[src/ccs_pkg.sv]
// Constants, types and helpers shared by the clock source select logic
package ccs_pkg;

	// ----------------------------------------------------------------
	// Register map (APB byte addresses)
	// ----------------------------------------------------------------
	localparam int unsigned ADDR_W   = 8;
	localparam logic [7:0]  CSS_OFS   = 8'h00;
	localparam logic [7:0]  WPROT_OFS = 8'h04;
	localparam logic [7:0]  STAT_OFS  = 8'h08;

	// ----------------------------------------------------------------
	// Clock source select field positions and reset value
	// ----------------------------------------------------------------
	localparam int unsigned BIT_SYSPLL  = 7;
	localparam int unsigned BIT_OSCKEEP = 6;
	localparam int unsigned BIT_WSDIS   = 5;
	localparam int unsigned BIT_WSEL_HI = 4;
	localparam int unsigned BIT_PRE     = 3;
	localparam int unsigned BIT_WLSTOP  = 2;
	localparam int unsigned BIT_TSEL    = 1;
	localparam int unsigned BIT_WSEL_LO = 0;
	localparam logic [7:0]  CSS_RST     = 8'h80;

	// Protect and status fields
	localparam int unsigned BIT_WPROT   = 0;
	localparam logic        WPROT_RST   = 1'b0;
	localparam int unsigned STAT_OSCQ   = 0;
	localparam int unsigned STAT_STOP   = 1;
	localparam int unsigned STAT_FULL   = 2;
	localparam int unsigned STAT_WLOCK  = 3;
	localparam int unsigned STAT_STALL  = 4;

	// ----------------------------------------------------------------
	// Timing
	// ----------------------------------------------------------------
	localparam int unsigned CORE_HZ   = 20_000_000;
	localparam int unsigned ACLK_HZ   = 1_000_000;
	localparam int unsigned ACLK_DIV  = CORE_HZ / ACLK_HZ;
	localparam int unsigned ACLK_CW   = 5;
	// Gate sync stages plus phase uncertainty stay within 4 aux cycles
	localparam int unsigned WSTOP_LAT = 4;
	localparam int unsigned WSTOP_SYN = WSTOP_LAT / 2;

	// ----------------------------------------------------------------
	// Types and helpers
	// ----------------------------------------------------------------
	typedef enum logic [1:0] {
		CCS_WSRC_IRC  = 2'b00,
		CCS_WSRC_OSC  = 2'b01,
		CCS_WSRC_ACLK = 2'b10
	} ccs_wsrc_t;

	typedef enum logic [1:0] {
		CCS_ST_RUN    = 2'b00,
		CCS_ST_PSEUDO = 2'b01,
		CCS_ST_FULL   = 2'b10
	} ccs_stop_t;

	function automatic ccs_wsrc_t ccs_wsrc(input logic hi, input logic lo);
		ccs_wsrc = hi ? CCS_WSRC_ACLK : (lo ? CCS_WSRC_OSC : CCS_WSRC_IRC);
	endfunction

endpackage

[src/ccs_sync.sv]
// Two flip-flop level synchroniser for one asynchronous input
`timescale 1ns/1ns
module ccs_sync (
	input  wire logic core_clk_i,
	input  wire logic nrst_i,
	input  wire logic async_i,
	output logic      sync_o
);
	logic meta_r;

	always_ff @(posedge core_clk_i or negedge nrst_i) begin
		if (!nrst_i) begin
			meta_r <= 1'b0;
			sync_o <= 1'b0;
		end else begin
			meta_r <= async_i;
			sync_o <= meta_r;
		end
	end
endmodule

[src/ccs_aclk_div.sv]
// Divider that makes the auxiliary RC clock as a one-cycle enable
`timescale 1ns/1ns
module ccs_aclk_div
	import ccs_pkg::*;
(
	input  wire logic core_clk_i,
	input  wire logic nrst_i,
	output logic      aclk_en_o
);
	localparam logic [ACLK_CW-1:0] LAST = ACLK_CW'(ACLK_DIV - 1);
	logic [ACLK_CW-1:0] cnt_r;

	always_ff @(posedge core_clk_i or negedge nrst_i) begin
		if (!nrst_i) begin
			cnt_r     <= '0;
			aclk_en_o <= 1'b0;
		end else begin
			aclk_en_o <= (cnt_r == LAST);
			cnt_r     <= (cnt_r == LAST) ? '0 : cnt_r + 1'b1;
		end
	end
endmodule

[src/ccs_clk_sel.sv]
// Clock source select register with APB access and stop-mode clock control
//
// Overview of operation
// Bit 7 picks PLL or qualified oscillator as system clock source.
// Clearing the PLL select is accepted only while oscillator is qualified.
// Oscillator loss or full stop entry forces PLL select to one.
// Bit 6 keeps the oscillator running in stop (pseudo stop).
// Software waits oscillator start-up time before requesting pseudo stop.
// Stop clock disable freezes watchdog aux clock during stop.
// Aux-clocked watchdog stop entry and exit lag at most 4 aux cycles.
// Software avoids stop requests for 2 aux cycles after stop exit.
// Stop clock disable never gates the autonomous timer aux clock.
// High select picks aux clock, else low select picks RC or oscillator.
// With high select set, low select changes do nothing.
// Any change of high select restarts the watchdog period.
// High select settable anytime and untouched by oscillator loss.
// Tick runs in pseudo stop only with bit 3 and tick select set.
// Watchdog runs in pseudo stop only with bit 2 and oscillator source; the code also runs it on aux source with bit 5 clear.
// Bit 1 picks tick clock; any change restarts tick period.
// Tick select set only while qualified; cleared on oscillator loss.
// Low select picks watchdog RC or oscillator; change restarts period.
// Low select set only while qualified; cleared on oscillator loss.
// Software reads the register back after writing it.
// Oscillator loss on oscillator system clock stalls unless monitor reset.
// All writes ignored while the write protect bit is set; the write protect register itself stays writable.
// Normal mode locks watchdog bits after watchdog control write.
// Automatic forcing wins over a simultaneous software write.
//
// The implementer's own choices: the register addresses and the APB register port.
`timescale 1ns/1ns
module ccs_clk_sel
	import ccs_pkg::*;
(
	input  wire logic              core_clk_i,
	input  wire logic              nrst_i,
	input  wire logic [ADDR_W-1:0] paddr_i,
	input  wire logic              psel_i,
	input  wire logic              penable_i,
	input  wire logic              pwrite_i,
	input  wire logic [31:0]       pwdata_i,
	output logic      [31:0]       prdata_o,
	output logic                   pready_o,
	output logic                   pslverr_o,
	input  wire logic              osc_qualified_i,
	input  wire logic              stop_req_i,
	input  wire logic              special_mode_i,
	input  wire logic              wdog_ctrl_written_i,
	input  wire logic              osc_monitor_reset_enable_i,
	output logic                   sys_clk_pll_sel_o,
	output logic                   osc_run_o,
	output logic                   tick_clk_osc_sel_o,
	output logic                   tick_run_o,
	output logic                   tick_restart_o,
	output ccs_wsrc_t              wdog_clk_src_o,
	output logic                   wdog_run_o,
	output logic                   wdog_restart_o,
	output logic                   wdog_aclk_en_o,
	output logic                   atmr_aclk_en_o,
	output logic                   osc_monitor_reset_o,
	output logic                   sys_stall_o
);

	// ----------------------------------------------------------------
	// Declarations
	// ----------------------------------------------------------------
	logic            oscq;
	logic            oscq_d_r;
	logic            aclk_en;
	logic            syspll_r;
	logic            osckeep_r;
	logic            wsdis_r;
	logic            whi_r;
	logic            pre_r;
	logic            wlstop_r;
	logic            tsel_r;
	logic            wlo_r;
	logic            whi_d_r;
	logic            wlo_d_r;
	logic            tsel_d_r;
	logic            wprot_r;
	logic            wonce_r;
	logic            stall_r;
	ccs_stop_t       st_r;
	logic [WSTOP_SYN-1:0] wstop_r;
	logic            setup;
	logic            done;
	logic            hit;
	logic            wr_css;
	logic            wr_wprot;
	logic            wlock;
	logic            osc_lost;
	logic            full_entry;
	logic            in_stop;
	logic            wgate;
	logic [7:0]      css;
	logic [7:0]      wd;
	logic [7:0]      stat;
	ccs_wsrc_t       wsrc;

	// ----------------------------------------------------------------
	// Helpers
	// ----------------------------------------------------------------
	ccs_sync u_osc_sync (
		.core_clk_i (core_clk_i),
		.nrst_i     (nrst_i),
		.async_i    (osc_qualified_i),
		.sync_o     (oscq)
	);

	ccs_aclk_div u_aclk_div (
		.core_clk_i (core_clk_i),
		.nrst_i     (nrst_i),
		.aclk_en_o  (aclk_en)
	);

	// ----------------------------------------------------------------
	// APB slave
	// ----------------------------------------------------------------
	// One wait state: read data and error are registered while pready is low
	assign setup   = psel_i & penable_i & ~pready_o;
	assign done    = psel_i & penable_i & pready_o;
	assign wd      = pwdata_i[7:0];
	assign hit     = (paddr_i == CSS_OFS) | (paddr_i == WPROT_OFS) |
	                 (paddr_i == STAT_OFS);
	assign wr_css  = done & pwrite_i & (paddr_i == CSS_OFS) & ~wprot_r;
	assign wr_wprot = done & pwrite_i & (paddr_i == WPROT_OFS);
	assign wlock   = ~special_mode_i & wonce_r;

	always_ff @(posedge core_clk_i or negedge nrst_i) begin
		if (!nrst_i) begin
			pready_o  <= 1'b0;
			pslverr_o <= 1'b0;
		end else begin
			pready_o  <= setup;
			pslverr_o <= setup & ~hit;
		end
	end

	always_ff @(posedge core_clk_i or negedge nrst_i) begin
		if (!nrst_i) begin
			prdata_o <= '0;
		end else if (setup) begin
			case (paddr_i)
				CSS_OFS:  prdata_o <= {24'h000000, css};
				WPROT_OFS: prdata_o <= {31'h00000000, wprot_r};
				STAT_OFS: prdata_o <= {24'h000000, stat};
				default:  prdata_o <= '0;
			endcase
		end
	end

	always_ff @(posedge core_clk_i or negedge nrst_i) begin
		if (!nrst_i) begin
			wprot_r <= WPROT_RST;
		end else if (wr_wprot) begin
			wprot_r <= pwdata_i[BIT_WPROT];
		end
	end

	// Watchdog control write-once seen; only reset clears it, and special mode masks the lock
	always_ff @(posedge core_clk_i or negedge nrst_i) begin
		if (!nrst_i) begin
			wonce_r <= 1'b0;
		end else if (wdog_ctrl_written_i) begin
			wonce_r <= 1'b1;
		end
	end

	// ----------------------------------------------------------------
	// Register image
	// ----------------------------------------------------------------
	always_comb begin
		css              = 8'h00;
		css[BIT_SYSPLL]  = syspll_r;
		css[BIT_OSCKEEP] = osckeep_r;
		css[BIT_WSDIS]   = wsdis_r;
		css[BIT_WSEL_HI] = whi_r;
		css[BIT_PRE]     = pre_r;
		css[BIT_WLSTOP]  = wlstop_r;
		css[BIT_TSEL]    = tsel_r;
		css[BIT_WSEL_LO] = wlo_r;
	end

	always_comb begin
		stat             = 8'h00;
		stat[STAT_OSCQ]  = oscq;
		stat[STAT_STOP]  = in_stop;
		stat[STAT_FULL]  = (st_r == CCS_ST_FULL);
		stat[STAT_WLOCK] = wlock;
		stat[STAT_STALL] = stall_r;
	end

	// ----------------------------------------------------------------
	// Stop mode tracking
	// ----------------------------------------------------------------
	assign in_stop    = (st_r != CCS_ST_RUN);
	assign full_entry = (st_r == CCS_ST_RUN) & stop_req_i & ~osckeep_r;
	assign osc_lost   = ~oscq;

	always_ff @(posedge core_clk_i or negedge nrst_i) begin
		if (!nrst_i) begin
			st_r <= CCS_ST_RUN;
		end else begin
			case (st_r)
				CCS_ST_RUN: begin
					if (stop_req_i) begin
						st_r <= osckeep_r ? CCS_ST_PSEUDO : CCS_ST_FULL;
					end
				end
				CCS_ST_PSEUDO, CCS_ST_FULL: begin
					if (!stop_req_i) begin
						st_r <= CCS_ST_RUN;
					end
				end
				default: st_r <= CCS_ST_RUN;
			endcase
		end
	end

	// ----------------------------------------------------------------
	// Select bits
	// ----------------------------------------------------------------
	always_ff @(posedge core_clk_i or negedge nrst_i) begin
		if (!nrst_i) begin
			syspll_r <= CSS_RST[BIT_SYSPLL];
		end else if (osc_lost | full_entry) begin
			syspll_r <= 1'b1;
		end else if (wr_css) begin
			if (wd[BIT_SYSPLL]) begin
				syspll_r <= 1'b1;
			end else if (oscq) begin
				syspll_r <= 1'b0;
			end
		end
	end

	always_ff @(posedge core_clk_i or negedge nrst_i) begin
		if (!nrst_i) begin
			osckeep_r <= CSS_RST[BIT_OSCKEEP];
			pre_r     <= CSS_RST[BIT_PRE];
			wlstop_r  <= CSS_RST[BIT_WLSTOP];
		end else if (wr_css) begin
			osckeep_r <= wd[BIT_OSCKEEP];
			pre_r     <= wd[BIT_PRE];
			wlstop_r  <= wd[BIT_WLSTOP];
		end
	end

	// High select ignores oscillator state on purpose
	always_ff @(posedge core_clk_i or negedge nrst_i) begin
		if (!nrst_i) begin
			wsdis_r <= CSS_RST[BIT_WSDIS];
			whi_r   <= CSS_RST[BIT_WSEL_HI];
		end else if (wr_css & ~wlock) begin
			wsdis_r <= wd[BIT_WSDIS];
			whi_r  <= wd[BIT_WSEL_HI];
		end
	end

	always_ff @(posedge core_clk_i or negedge nrst_i) begin
		if (!nrst_i) begin
			tsel_r <= CSS_RST[BIT_TSEL];
		end else if (osc_lost | full_entry) begin
			tsel_r <= 1'b0;
		end else if (wr_css & (oscq | ~wd[BIT_TSEL])) begin
			tsel_r <= wd[BIT_TSEL];
		end
	end

	always_ff @(posedge core_clk_i or negedge nrst_i) begin
		if (!nrst_i) begin
			wlo_r <= CSS_RST[BIT_WSEL_LO];
		end else if (osc_lost | full_entry) begin
			wlo_r <= 1'b0;
		end else if (wr_css & ~wlock & (oscq | ~wd[BIT_WSEL_LO])) begin
			wlo_r <= wd[BIT_WSEL_LO];
		end
	end

	// ----------------------------------------------------------------
	// Period restarts
	// ----------------------------------------------------------------
	// Compare against last cycle's copy; restart pulses lag the change by one
	always_ff @(posedge core_clk_i or negedge nrst_i) begin
		if (!nrst_i) begin
			whi_d_r  <= CSS_RST[BIT_WSEL_HI];
			wlo_d_r  <= CSS_RST[BIT_WSEL_LO];
			tsel_d_r <= CSS_RST[BIT_TSEL];
		end else begin
			whi_d_r  <= whi_r;
			wlo_d_r  <= wlo_r;
			tsel_d_r <= tsel_r;
		end
	end

	always_ff @(posedge core_clk_i or negedge nrst_i) begin
		if (!nrst_i) begin
			tick_restart_o <= 1'b0;
			wdog_restart_o <= 1'b0;
		end else begin
			tick_restart_o <= tsel_r ^ tsel_d_r;
			wdog_restart_o <= (whi_r ^ whi_d_r) |
			                  ((wlo_r ^ wlo_d_r) & ~whi_r & ~whi_d_r);
		end
	end

	// ----------------------------------------------------------------
	// Clock selects and run enables
	// ----------------------------------------------------------------
	assign wsrc = ccs_wsrc(whi_r, wlo_r);

	always_ff @(posedge core_clk_i or negedge nrst_i) begin
		if (!nrst_i) begin
			sys_clk_pll_sel_o  <= CSS_RST[BIT_SYSPLL];
			tick_clk_osc_sel_o <= CSS_RST[BIT_TSEL];
			wdog_clk_src_o     <= CCS_WSRC_IRC;
		end else begin
			sys_clk_pll_sel_o  <= syspll_r;
			tick_clk_osc_sel_o <= tsel_r;
			wdog_clk_src_o     <= wsrc;
		end
	end

	always_ff @(posedge core_clk_i or negedge nrst_i) begin
		if (!nrst_i) begin
			osc_run_o  <= 1'b1;
			tick_run_o <= 1'b1;
			wdog_run_o <= 1'b1;
		end else begin
			osc_run_o  <= (st_r != CCS_ST_FULL);
			tick_run_o <= ~in_stop | ((st_r == CCS_ST_PSEUDO) & pre_r & tsel_r);
			wdog_run_o <= ~in_stop |
			              ((st_r == CCS_ST_PSEUDO) & wlstop_r & (wsrc == CCS_WSRC_OSC)) |
			              ((wsrc == CCS_WSRC_ACLK) & ~wsdis_r);
		end
	end

	// ----------------------------------------------------------------
	// Watchdog aux clock gate
	// ----------------------------------------------------------------
	// Stop is carried into the aux clock rate so the gate opens and closes
	// on aux edges only; the cost is a few aux cycles of lag each way
	always_ff @(posedge core_clk_i or negedge nrst_i) begin
		if (!nrst_i) begin
			wstop_r <= '0;
		end else if (aclk_en) begin
			wstop_r <= {wstop_r[WSTOP_SYN-2:0], in_stop};
		end
	end

	assign wgate = wsdis_r & wstop_r[WSTOP_SYN-1] & (wsrc == CCS_WSRC_ACLK);

	always_ff @(posedge core_clk_i or negedge nrst_i) begin
		if (!nrst_i) begin
			wdog_aclk_en_o <= 1'b0;
			atmr_aclk_en_o <= 1'b0;
		end else begin
			wdog_aclk_en_o <= aclk_en & ~wgate;
			atmr_aclk_en_o <= aclk_en;
		end
	end

	// ----------------------------------------------------------------
	// Oscillator loss on oscillator system clock
	// ----------------------------------------------------------------
	// A stall only clears by reset; the monitor reset avoids it
	always_ff @(posedge core_clk_i or negedge nrst_i) begin
		if (!nrst_i) begin
			oscq_d_r <= 1'b0;
		end else begin
			oscq_d_r <= oscq;
		end
	end

	always_ff @(posedge core_clk_i or negedge nrst_i) begin
		if (!nrst_i) begin
			stall_r             <= 1'b0;
			osc_monitor_reset_o <= 1'b0;
		end else begin
			osc_monitor_reset_o <= oscq_d_r & ~oscq & ~syspll_r &
			                       osc_monitor_reset_enable_i;
			if (oscq_d_r & ~oscq & ~syspll_r & ~osc_monitor_reset_enable_i) begin
				stall_r <= 1'b1;
			end
		end
	end

	always_ff @(posedge core_clk_i or negedge nrst_i) begin
		if (!nrst_i) begin
			sys_stall_o <= 1'b0;
		end else begin
			sys_stall_o <= stall_r;
		end
	end

endmodule

[config.mk]
export PLATFORM = sky130hd
export DESIGN_NAME = ccs_clk_sel
export DESIGN_NICKNAME = d
export VERILOG_FILES = /design/src/ccs_pkg.sv /design/src/ccs_sync.sv /design/src/ccs_aclk_div.sv /design/src/ccs_clk_sel.sv
export SDC_FILE = /design/constraint.sdc
export NUM_CORES = 1
export LEC_CHECK = 0
export BUFFER_PORTS_ARGS = -buffer_cell sky130_fd_sc_hd__clkbuf_2
export CORE_MARGIN = 5
export CORE_UTILIZATION = 29
export CTS_BUF_LIST = sky130_fd_sc_hd__clkbuf_8
export DETAILED_ROUTE_END_ITERATION = 10
export GPL_TIMING_DRIVEN = 0
export SLEW_MARGIN = 20
export SYNTH_ARGS = -nofsm -noshare
export SYNTH_HDL_FRONTEND = slang
export SYNTH_HIERARCHICAL = 1
export SYNTH_SLANG_ARGS = --single-unit
[constraint.sdc]
create_clock -name core_clk_i -period 2.3 [get_ports core_clk_i]
set_input_delay 0.23 -clock core_clk_i [delete_from_list [all_inputs] [get_ports core_clk_i]]
set_output_delay 0.23 -clock core_clk_i [all_outputs]
set_load 0.02 [all_outputs]
Word level (Yosys, flattened, before mapping) --
Cells that the tools add are included.
Storage, ports and cells: output and inout port bits 47, word-level logic and storage cells 128, register bits after elaboration 73
Operators by class: reductions and logical operators 10, mux-type cells 16, bitwise gates (word level) 56, add/sub/neg operators 1, equality and inequality tests 10
Operator list (count):
- $and 1x1->1 | 28
- $pmux 8 s3 | 1
- $not 1->1 | 16
- $mux 1 | 9
- $or 1x1->1 | 9
- $eq 8x3->1 const B | 1
- $eq 8x4->1 const B | 1
- $logic_not 8->1 | 1
- $mux 2 | 4
- $reduce_bool 2->1 | 4
- $ne 2x2->1 const B | 3
- $add 5x1->5 const B | 1
- $eq 5x5->1 const B | 1
- $mux 5 | 1
- $eq 2x1->1 const B | 2
- $eq 2x2->1 const B | 2
- $pmux 2 s2 | 1
- $reduce_and 2->1 | 2
- $reduce_bool 3->1 | 1
- $xor 1x1->1 | 3
- $logic_not 2->1 | 1
- $reduce_or 2->1 | 1

Longest topological paths before layout --
Gate-level depths: netlist of the first run.
word-level depth 9, depth in mapped cells 6, mapped depth without buffers 5

Modules after synthesis --
The synthesis of the first run kept the hierarchy.
Modules (own cells, without submodules):
- ccs_clk_sel | times used 1, cells an instance 166, area an instance 1843.0 um^2
- ccs_aclk_div | times used 1, cells an instance 19, area an instance 250.2 um^2
- ccs_sync | times used 1, cells an instance 2, area an instance 50.0 um^2

Worst setup path after synthesis of the first run --
Ideal clock, no wire load.
kind input port to flip-flop, from input paddr_i[1], to register whi_r, arrival time 2.161 ns, stages on the path 5, setup slack 0.014 ns, path buffers 1, path through or4_4 -> or4_1 -> buf_2 -> or4_4 -> mux2_4
On the way: cells in the longest elaborated chain, start to end 4
Ends and longest elaborated chain:
- from (decl) | line ccs_clk_sel.sv:36 | input wire logic [ADDR_W-1:0] paddr_i,
- $logic_not 8->1 | line ccs_clk_sel.sv:125 | assign wr_css = done & pwrite_i & (paddr_i == CSS_OFS) & ~wprot_r;
- $and 1x1->1 (2 in a row) | line ccs_clk_sel.sv:125
- $and 1x1->1 | line ccs_clk_sel.sv:254 | end else if (wr_css & ~wlock) begin
- to (signal assigned) | line ccs_clk_sel.sv:253 | whi_r <= CSS_RST[BIT_WSEL_HI];
- to (signal assigned) | line ccs_clk_sel.sv:256 | whi_r <= wd[BIT_WSEL_HI];
- to (decl) | line ccs_clk_sel.sv:72 | logic whi_r;
No other way between the ends. A chain may end at the register's enable or synchronous reset.

Worst setup path after layout of the first run --
Same ends and word-level chain as after synthesis.

==> impl_results.md, run 1 <==
- Clk_skew: approximately 0.0075 ns
- Die height: 95.97 µm
- CP startpoint kind: input port
- DRT met1 WL: slightly below 2000 µm
- CP Max Fanout: 7
- Antenna diodes: 0
- Proportion of layout cells with a drive suffix above 1: about 38%
- WHS: -0.01802 ns
- Antenna-violating nets left: 0
- Top cells by area, synth: dfrtp_1 50%, buf_4 8.8%, dfstp_2 6.1%, nand2_1 3.5%, mux2i_1 3.3%
- Syn Inst Count: 187
- Seq pwr share: roughly 54%
- Largest net degree at the start of global routing: 49
- Gr ovfl total: 0
- Worst Path Required: between 2 and 2.5 ns
- Max clock buf depth: 2
- Initial antenna violation count: 0
- Die area: ~9200 µm²
- Most used DFF post-synth: dfrtp_1
- Failing checks: hold timing
- # IOs: 97
- Top-area cell type share of the netlist area: about half
- Type of element capturing the critical path: flip-flop
- Synth async-reset ratio: 100.0%
- Routed WL: around 4300 µm
- RD Place Congestion: 0.7214
- Net Switching: 489.8 µW
- Most common cell in the netlist: dfrtp_1
- Hold WC Path Type: input port to async pin
- Number of CTS-inserted buffers: 5
- Drt wl/cell: ~12 µm
- Cell area after synthesis: 2143 µm²
- CTS Sinks: 48
- Total power draw: ~1700 µW
- DR vias/cell: 4.055
- GRT Overall Usage: 9.975%
- Die Wd: around 96 µm
- Final Util: between 30 and 40%
- Final cycle utilization of the critical path: between 90% and 100%
- Core Footprint: between 7000 and 8000 µm²
- Total internal power: 1250 µW
- Initial DRC Count: 46
- Max-cap violation count: 0
- Met3 WL post-DR: ~350 µm
- Worst-Margin Slew: about 0.64 ns
- Met2 routed WL: between 1500 and 2000 µm
- Final Hold Vio Count: 43
- # H-tree levels: 2
- Arrival @ worst endpoint: 2.33 ns
- Port Buffers: 47
- Post-CTS Resized: 0
- Syn. warnings: 6
- Pins over their slew limit: 0
- Top sig layer: met4
- Vias in the first global route: approximately 1500
- WS Path Type: input port to flip-flop
- Slew headroom: between 50 and 60%
- Setup TNS Final: 0 ns
- CTS tree: built
- Post-DP HPWL: 3464 µm
- Switching Share: about 28%
- Count of final setup violators: 0
- DRC: 0
- Commonest cells post-synth: 43 x dfrtp_1, 25 x buf_4, 20 x nand2_1, 8 x inv_1, 8 x o21ai_0
- RSZ-0062 raised after global routing: false
- Worst-Skew Late Latency: 0.29 ns
- Global-route wire length before repair: just over 7000 µm
- Vias: approximately 1500
- Combinational Power Share: between 10% and 20%
- Sequential area share after synthesis: 56.33%
- Number of synthesized flops with an enable pin: 0
- Fin worst setup slack: between 0.1 and 0.15 ns
- Yosys cell types: ~40
- Clk pwr share: between 20 and 30%
- Area growth, synth to finish: 25.22%
- Root buffer cell: clkbuf_8
- Floorplan row count: 31
- Largest area contributor in the netlist: dfrtp_1
- Leak: around 0.0014 µW
- Number of synthesized register bits: 48
- # Post-CTS Setup Buffers: 0
- Min Tclk post-route: approximately 2.2 ns
- Final net count: between 300 and 400
- TritonRoute pass-1 iters: 4
- Hold-fix buffers at CTS: 0
- FMAX: 0.4639 GHz
- Status: complete, but fails checks
- Starting Density: a little under 30%
- Peak supply drop: 0.2468 mV
- CTS clk-pin slew, worst paths: 0.08 ns
- Synthesized area per cell: ~11 µm²
- Pwr Density: around 650 nW/µm²
- Pre-CTS WS: -0.1662 ns
layout make-up:
class	count	area, µm²
repair buffers	47	237.7
clock buffers	5	68.82
well taps	99	123.9
clock inverters	3	23.77
inverters	10	37.54
flip-flops and latches	48	1207
fillers	756	4531
plain buffers	29	203.9
multi-input cells	123	780.7
flip-flops by register name (all words and copies together), names as in the netlist, 2 cells and up:
register and cells:
wdog_clk_src_o 2, u_aclk_div/cnt_r 5, prdata_o 8, st_r 2, wstop_r 2
metal layers:
layer,vias to the layer above,GRT usage (%)
li1,741,-
met1,682,13.25
met2,51,15.52
met3,2,2.815
met4,0,3.555
met5,-,0
logic make-up after synthesis:
logic type,after synthesis,share of synthesized area (%)
buffers and inverters,39,11.27
other,1,0.1750
adder cells (fa/ha/maj),4,2.335
AO/OA/AOI/OAI,26,7.765
XOR/XNOR,3,1.226
multiplexers,15,7.822
flip-flops,48,56.33
AND/OR/NAND/NOR,51,13.08
placed cells by master, fill, tap and decap left out, drive strengths merged, types with 4 or more instances in the layout:
cell type	count
ha	4
o31ai	5
nand2	20
o21ai	9
inv	10
nor2	4
mux2	8
dfstp	5
clkbuf	55
conb	24
mux2i	7
buf	26
nand3	7
dfrtp	43
power by group through the flow:
stage	Clock (µW)	Sequential (µW)	Combinational, µW
floorplan	0	990	174
global placement	0	954	304
detailed placement	0	955	311
CTS	519	939	311
global route	554	944	350
finish	492	939	309
worst max-delay path: stages:
cell and delay, ns:
clkbuf_2 0.08, or4_4 0.54, or4_1 0.40, buf_2 0.18, or4_4 0.59, mux2_4 0.32
worst paths after layout:
kind                                        start           endpoint  slack (ns)  depth (start not counted)
worst min-delay path                       nrst_i              whi_r       -0.02                          1
max in group asynchronous                  nrst_i          pslverr_o        1.90                          1
min in group core_clk_i           osc_qualified_i  u_osc_sync/meta_r        0.04                          1
worst min register to register  u_osc_sync/meta_r  u_osc_sync/sync_o        0.36                          0
worst max register to register            wprot_r              whi_r        0.72                          3
worst max-delay path                   paddr_i[1]              whi_r        0.14                          6
through the flow:
step,std cells,cell area [µm²]
CTS,364,2684
floorplan,210,2230
global placement,356,2589
detailed placement,356,2591
finish,364,2684
global route,364,2684
(Power assumes the default switching activity.)
==> run 2, diff against run 1 <==
--- a/config.mk
+++ b/config.mk
@@ -11,6 +11,7 @@
 export CTS_BUF_LIST = sky130_fd_sc_hd__clkbuf_8
 export DETAILED_ROUTE_END_ITERATION = 10
 export GPL_TIMING_DRIVEN = 0
+export REMOVE_ABC_BUFFERS = 1
 export SLEW_MARGIN = 20
 export SYNTH_ARGS = -nofsm -noshare
 export SYNTH_HDL_FRONTEND = slang
==> run 2 against run 1 <==
Sequential power hardly changed. Core utilization is 2.4 points lower. The flow still finishes with violations (hold timing). Total power up 6.3%.
==> impl_results.md, run 2 (synthesis results as in run 1) <==
- Met1 Track Usage GR: between 10% and 20%
- CTS tree: built
- Final cycle utilization of the critical path: 95.25%
- Most common cell after layout, fill and taps aside: clkbuf_2
- Final Hold Vio Count: 38
- Type of element capturing the critical path: flip-flop
- Critical path origin: paddr_i[1]
- Worst Setup EP: whi_r
- Floorplan row count: 31
- CTS clk-pin slew, worst paths: about 0.09 ns
- GRT Overall Usage: a little under 10%
- DRC: 0
- Final net count: 290
- Die Wd: 95.97 µm
- Post-DP HPWL: between 3000 and 4000 µm
- CP startpoint kind: input port
- Regs by FF count: prdata_o (8), u_aclk_div/cnt_r (5)
- Biggest register: prdata_o
- Worst-Margin Slew: around 0.65 ns
- Reg area: around 1200 µm²
- R2r worst-path depth: 3
- Largest net degree at the start of global routing: 49
- Root buffer cell: clkbuf_8
- Antenna diodes: 0
- Antenna-violating nets left: 0
- Count of final setup violators: 0
- Gr ovfl total: 0
- Max-cap violation count: 0
- Initial DRC Count: 65
- Slew headroom: between 50% and 60%
- Max reg flops: 8
- Core Footprint: around 7200 µm²
- Post-CTS Resized: 0
- TritonRoute pass-1 iters: 4
- Vias: ~1400
- Peak supply drop: between 0.3 and 0.4 mV
- Arrival @ worst endpoint: about 2.4 ns
- Pwr Density: ~740 nW/µm²
- Failing checks: hold timing
- Proportion of layout cells with a drive suffix above 1: roughly 32%
- Pins over their slew limit: 0
- Max clock buf depth: 2
- R2R Path Start: wprot_r
- Clk_skew: ~0.0061 ns
- Die area: approximately 9200 µm²
- CP Max Fanout: 7
- Busiest grt layer: met2
- DR vias/cell: around 4.2
- Vias in the first global route: roughly 1500
- Initial antenna violation count: 0
- # H-tree levels: 2
- RSZ-0062 raised after global routing: false
- Area growth, synth to finish: 17.28%
- Port Buffers: 48
- Hold-fix buffers at CTS: 0
- Global-route wire length before repair: slightly below 7000 µm
- Fillers: 760
- Leak: roughly 0.0013 µW
- Pre-CTS WS: -0.2050 ns
- Multi-input gate area: roughly 800 µm²
- WS Path Type: input port to flip-flop
- Final Util: around a third
- Die height: around 96 µm
- Hold WC Path Type: input port to async pin
- Worst R2R Setup Slack: 0.70 ns
- Worst-Skew Late Latency: approximately 0.29 ns
- Total power draw: roughly 1800 µW
- # IOs: between 90 and 100
- Grt met2 use: about 16%
- Starting Density: 29.71%
- Post-Layout Cell Count: between 300 and 400
- Grt met3 use: 2.580%
- Fin worst setup slack: about 0.11 ns
- FMAX: around 0.46 GHz
- WHS: -0.02400 ns
- Worst Path Required: roughly 2.5 ns
- Status: complete, but fails checks
- Min Tclk post-route: 2.191 ns
- CTS Sinks: 48
- RD Place Congestion: approximately 0.72
- Drt wl/cell: about 13 µm
- R2R Path End: whi_r
- # Post-CTS Setup Buffers: 0
- Placed Cells: approximately 330
- Number of CTS-inserted buffers: 5
- Routed WL: between 4000 and 5000 µm
- Leading cell types in the layout, fill and taps excluded: 47 x clkbuf_2, 43 x dfrtp_1, 24 x conb_1, 20 x nand2_1
run 2: power breakdown:
| part | total [µW] | switching [µW] | internal, µW |
|---|---|---|---|
| sequential | 937 | 21.6 | 916 |
| clock | 637 | 281 | 356 |
| combinational | 275 | 185 | 90.2 |
| total | 1850 | 488 | 1360 |
run 2: stage by stage:
step | TNS [ns] | area (µm²) | hold slack (ns)
3_3_place_gp | -0.4253 | 2390 | 0.3343
4_1_cts | 0 | 2514 | 0.004072
5_1_grt | 0 | 2514 | 0.01923
2_1_floorplan | 0 | 2026 | -0.06559
3_5_place_dp | -0.4403 | 2392 | 0.3276
6_report | 0 | 2514 | -0.02400
run 2: critical path, stage by stage:
cell      delay [ns]
clkbuf_2        0.08
or4_4           0.53
or4_1           0.58
or4_4           0.64
mux2_4          0.31
run 2: layout make-up:
class                   instances  share of cell area (%)
flip-flops and latches         48                   48.03
multi-input cells             123                   31.06
repair buffers                 48                   9.657
well taps                      99                   4.928
clock buffers                   6                   3.285
clock inverters                 2                   1.543
inverters                      10                   1.493
run 2: metal layers:
layer | vias up | share of wire [%]
met1 | 678 | 46
met5 | - | 0
met2 | 53 | 47
met3 | 2 | 6.1
li1 | 685 | -
met4 | 0 | 0.99
run 2: worst min-delay path by stage:
stage | cells after the start | endpoint | startpoint
after floorplan | 0 | atmr_aclk_en_o | nrst_i
after global placement | 0 | u_osc_sync/sync_o | u_osc_sync/meta_r
after detailed placement | 1 | u_aclk_div/cnt_r[4] | nrst_i
after CTS | 1 | u_aclk_div/cnt_r[4] | nrst_i
after global routing | 1 | u_osc_sync/meta_r | osc_qualified_i
final | 1 | u_aclk_div/cnt_r[3] | nrst_i
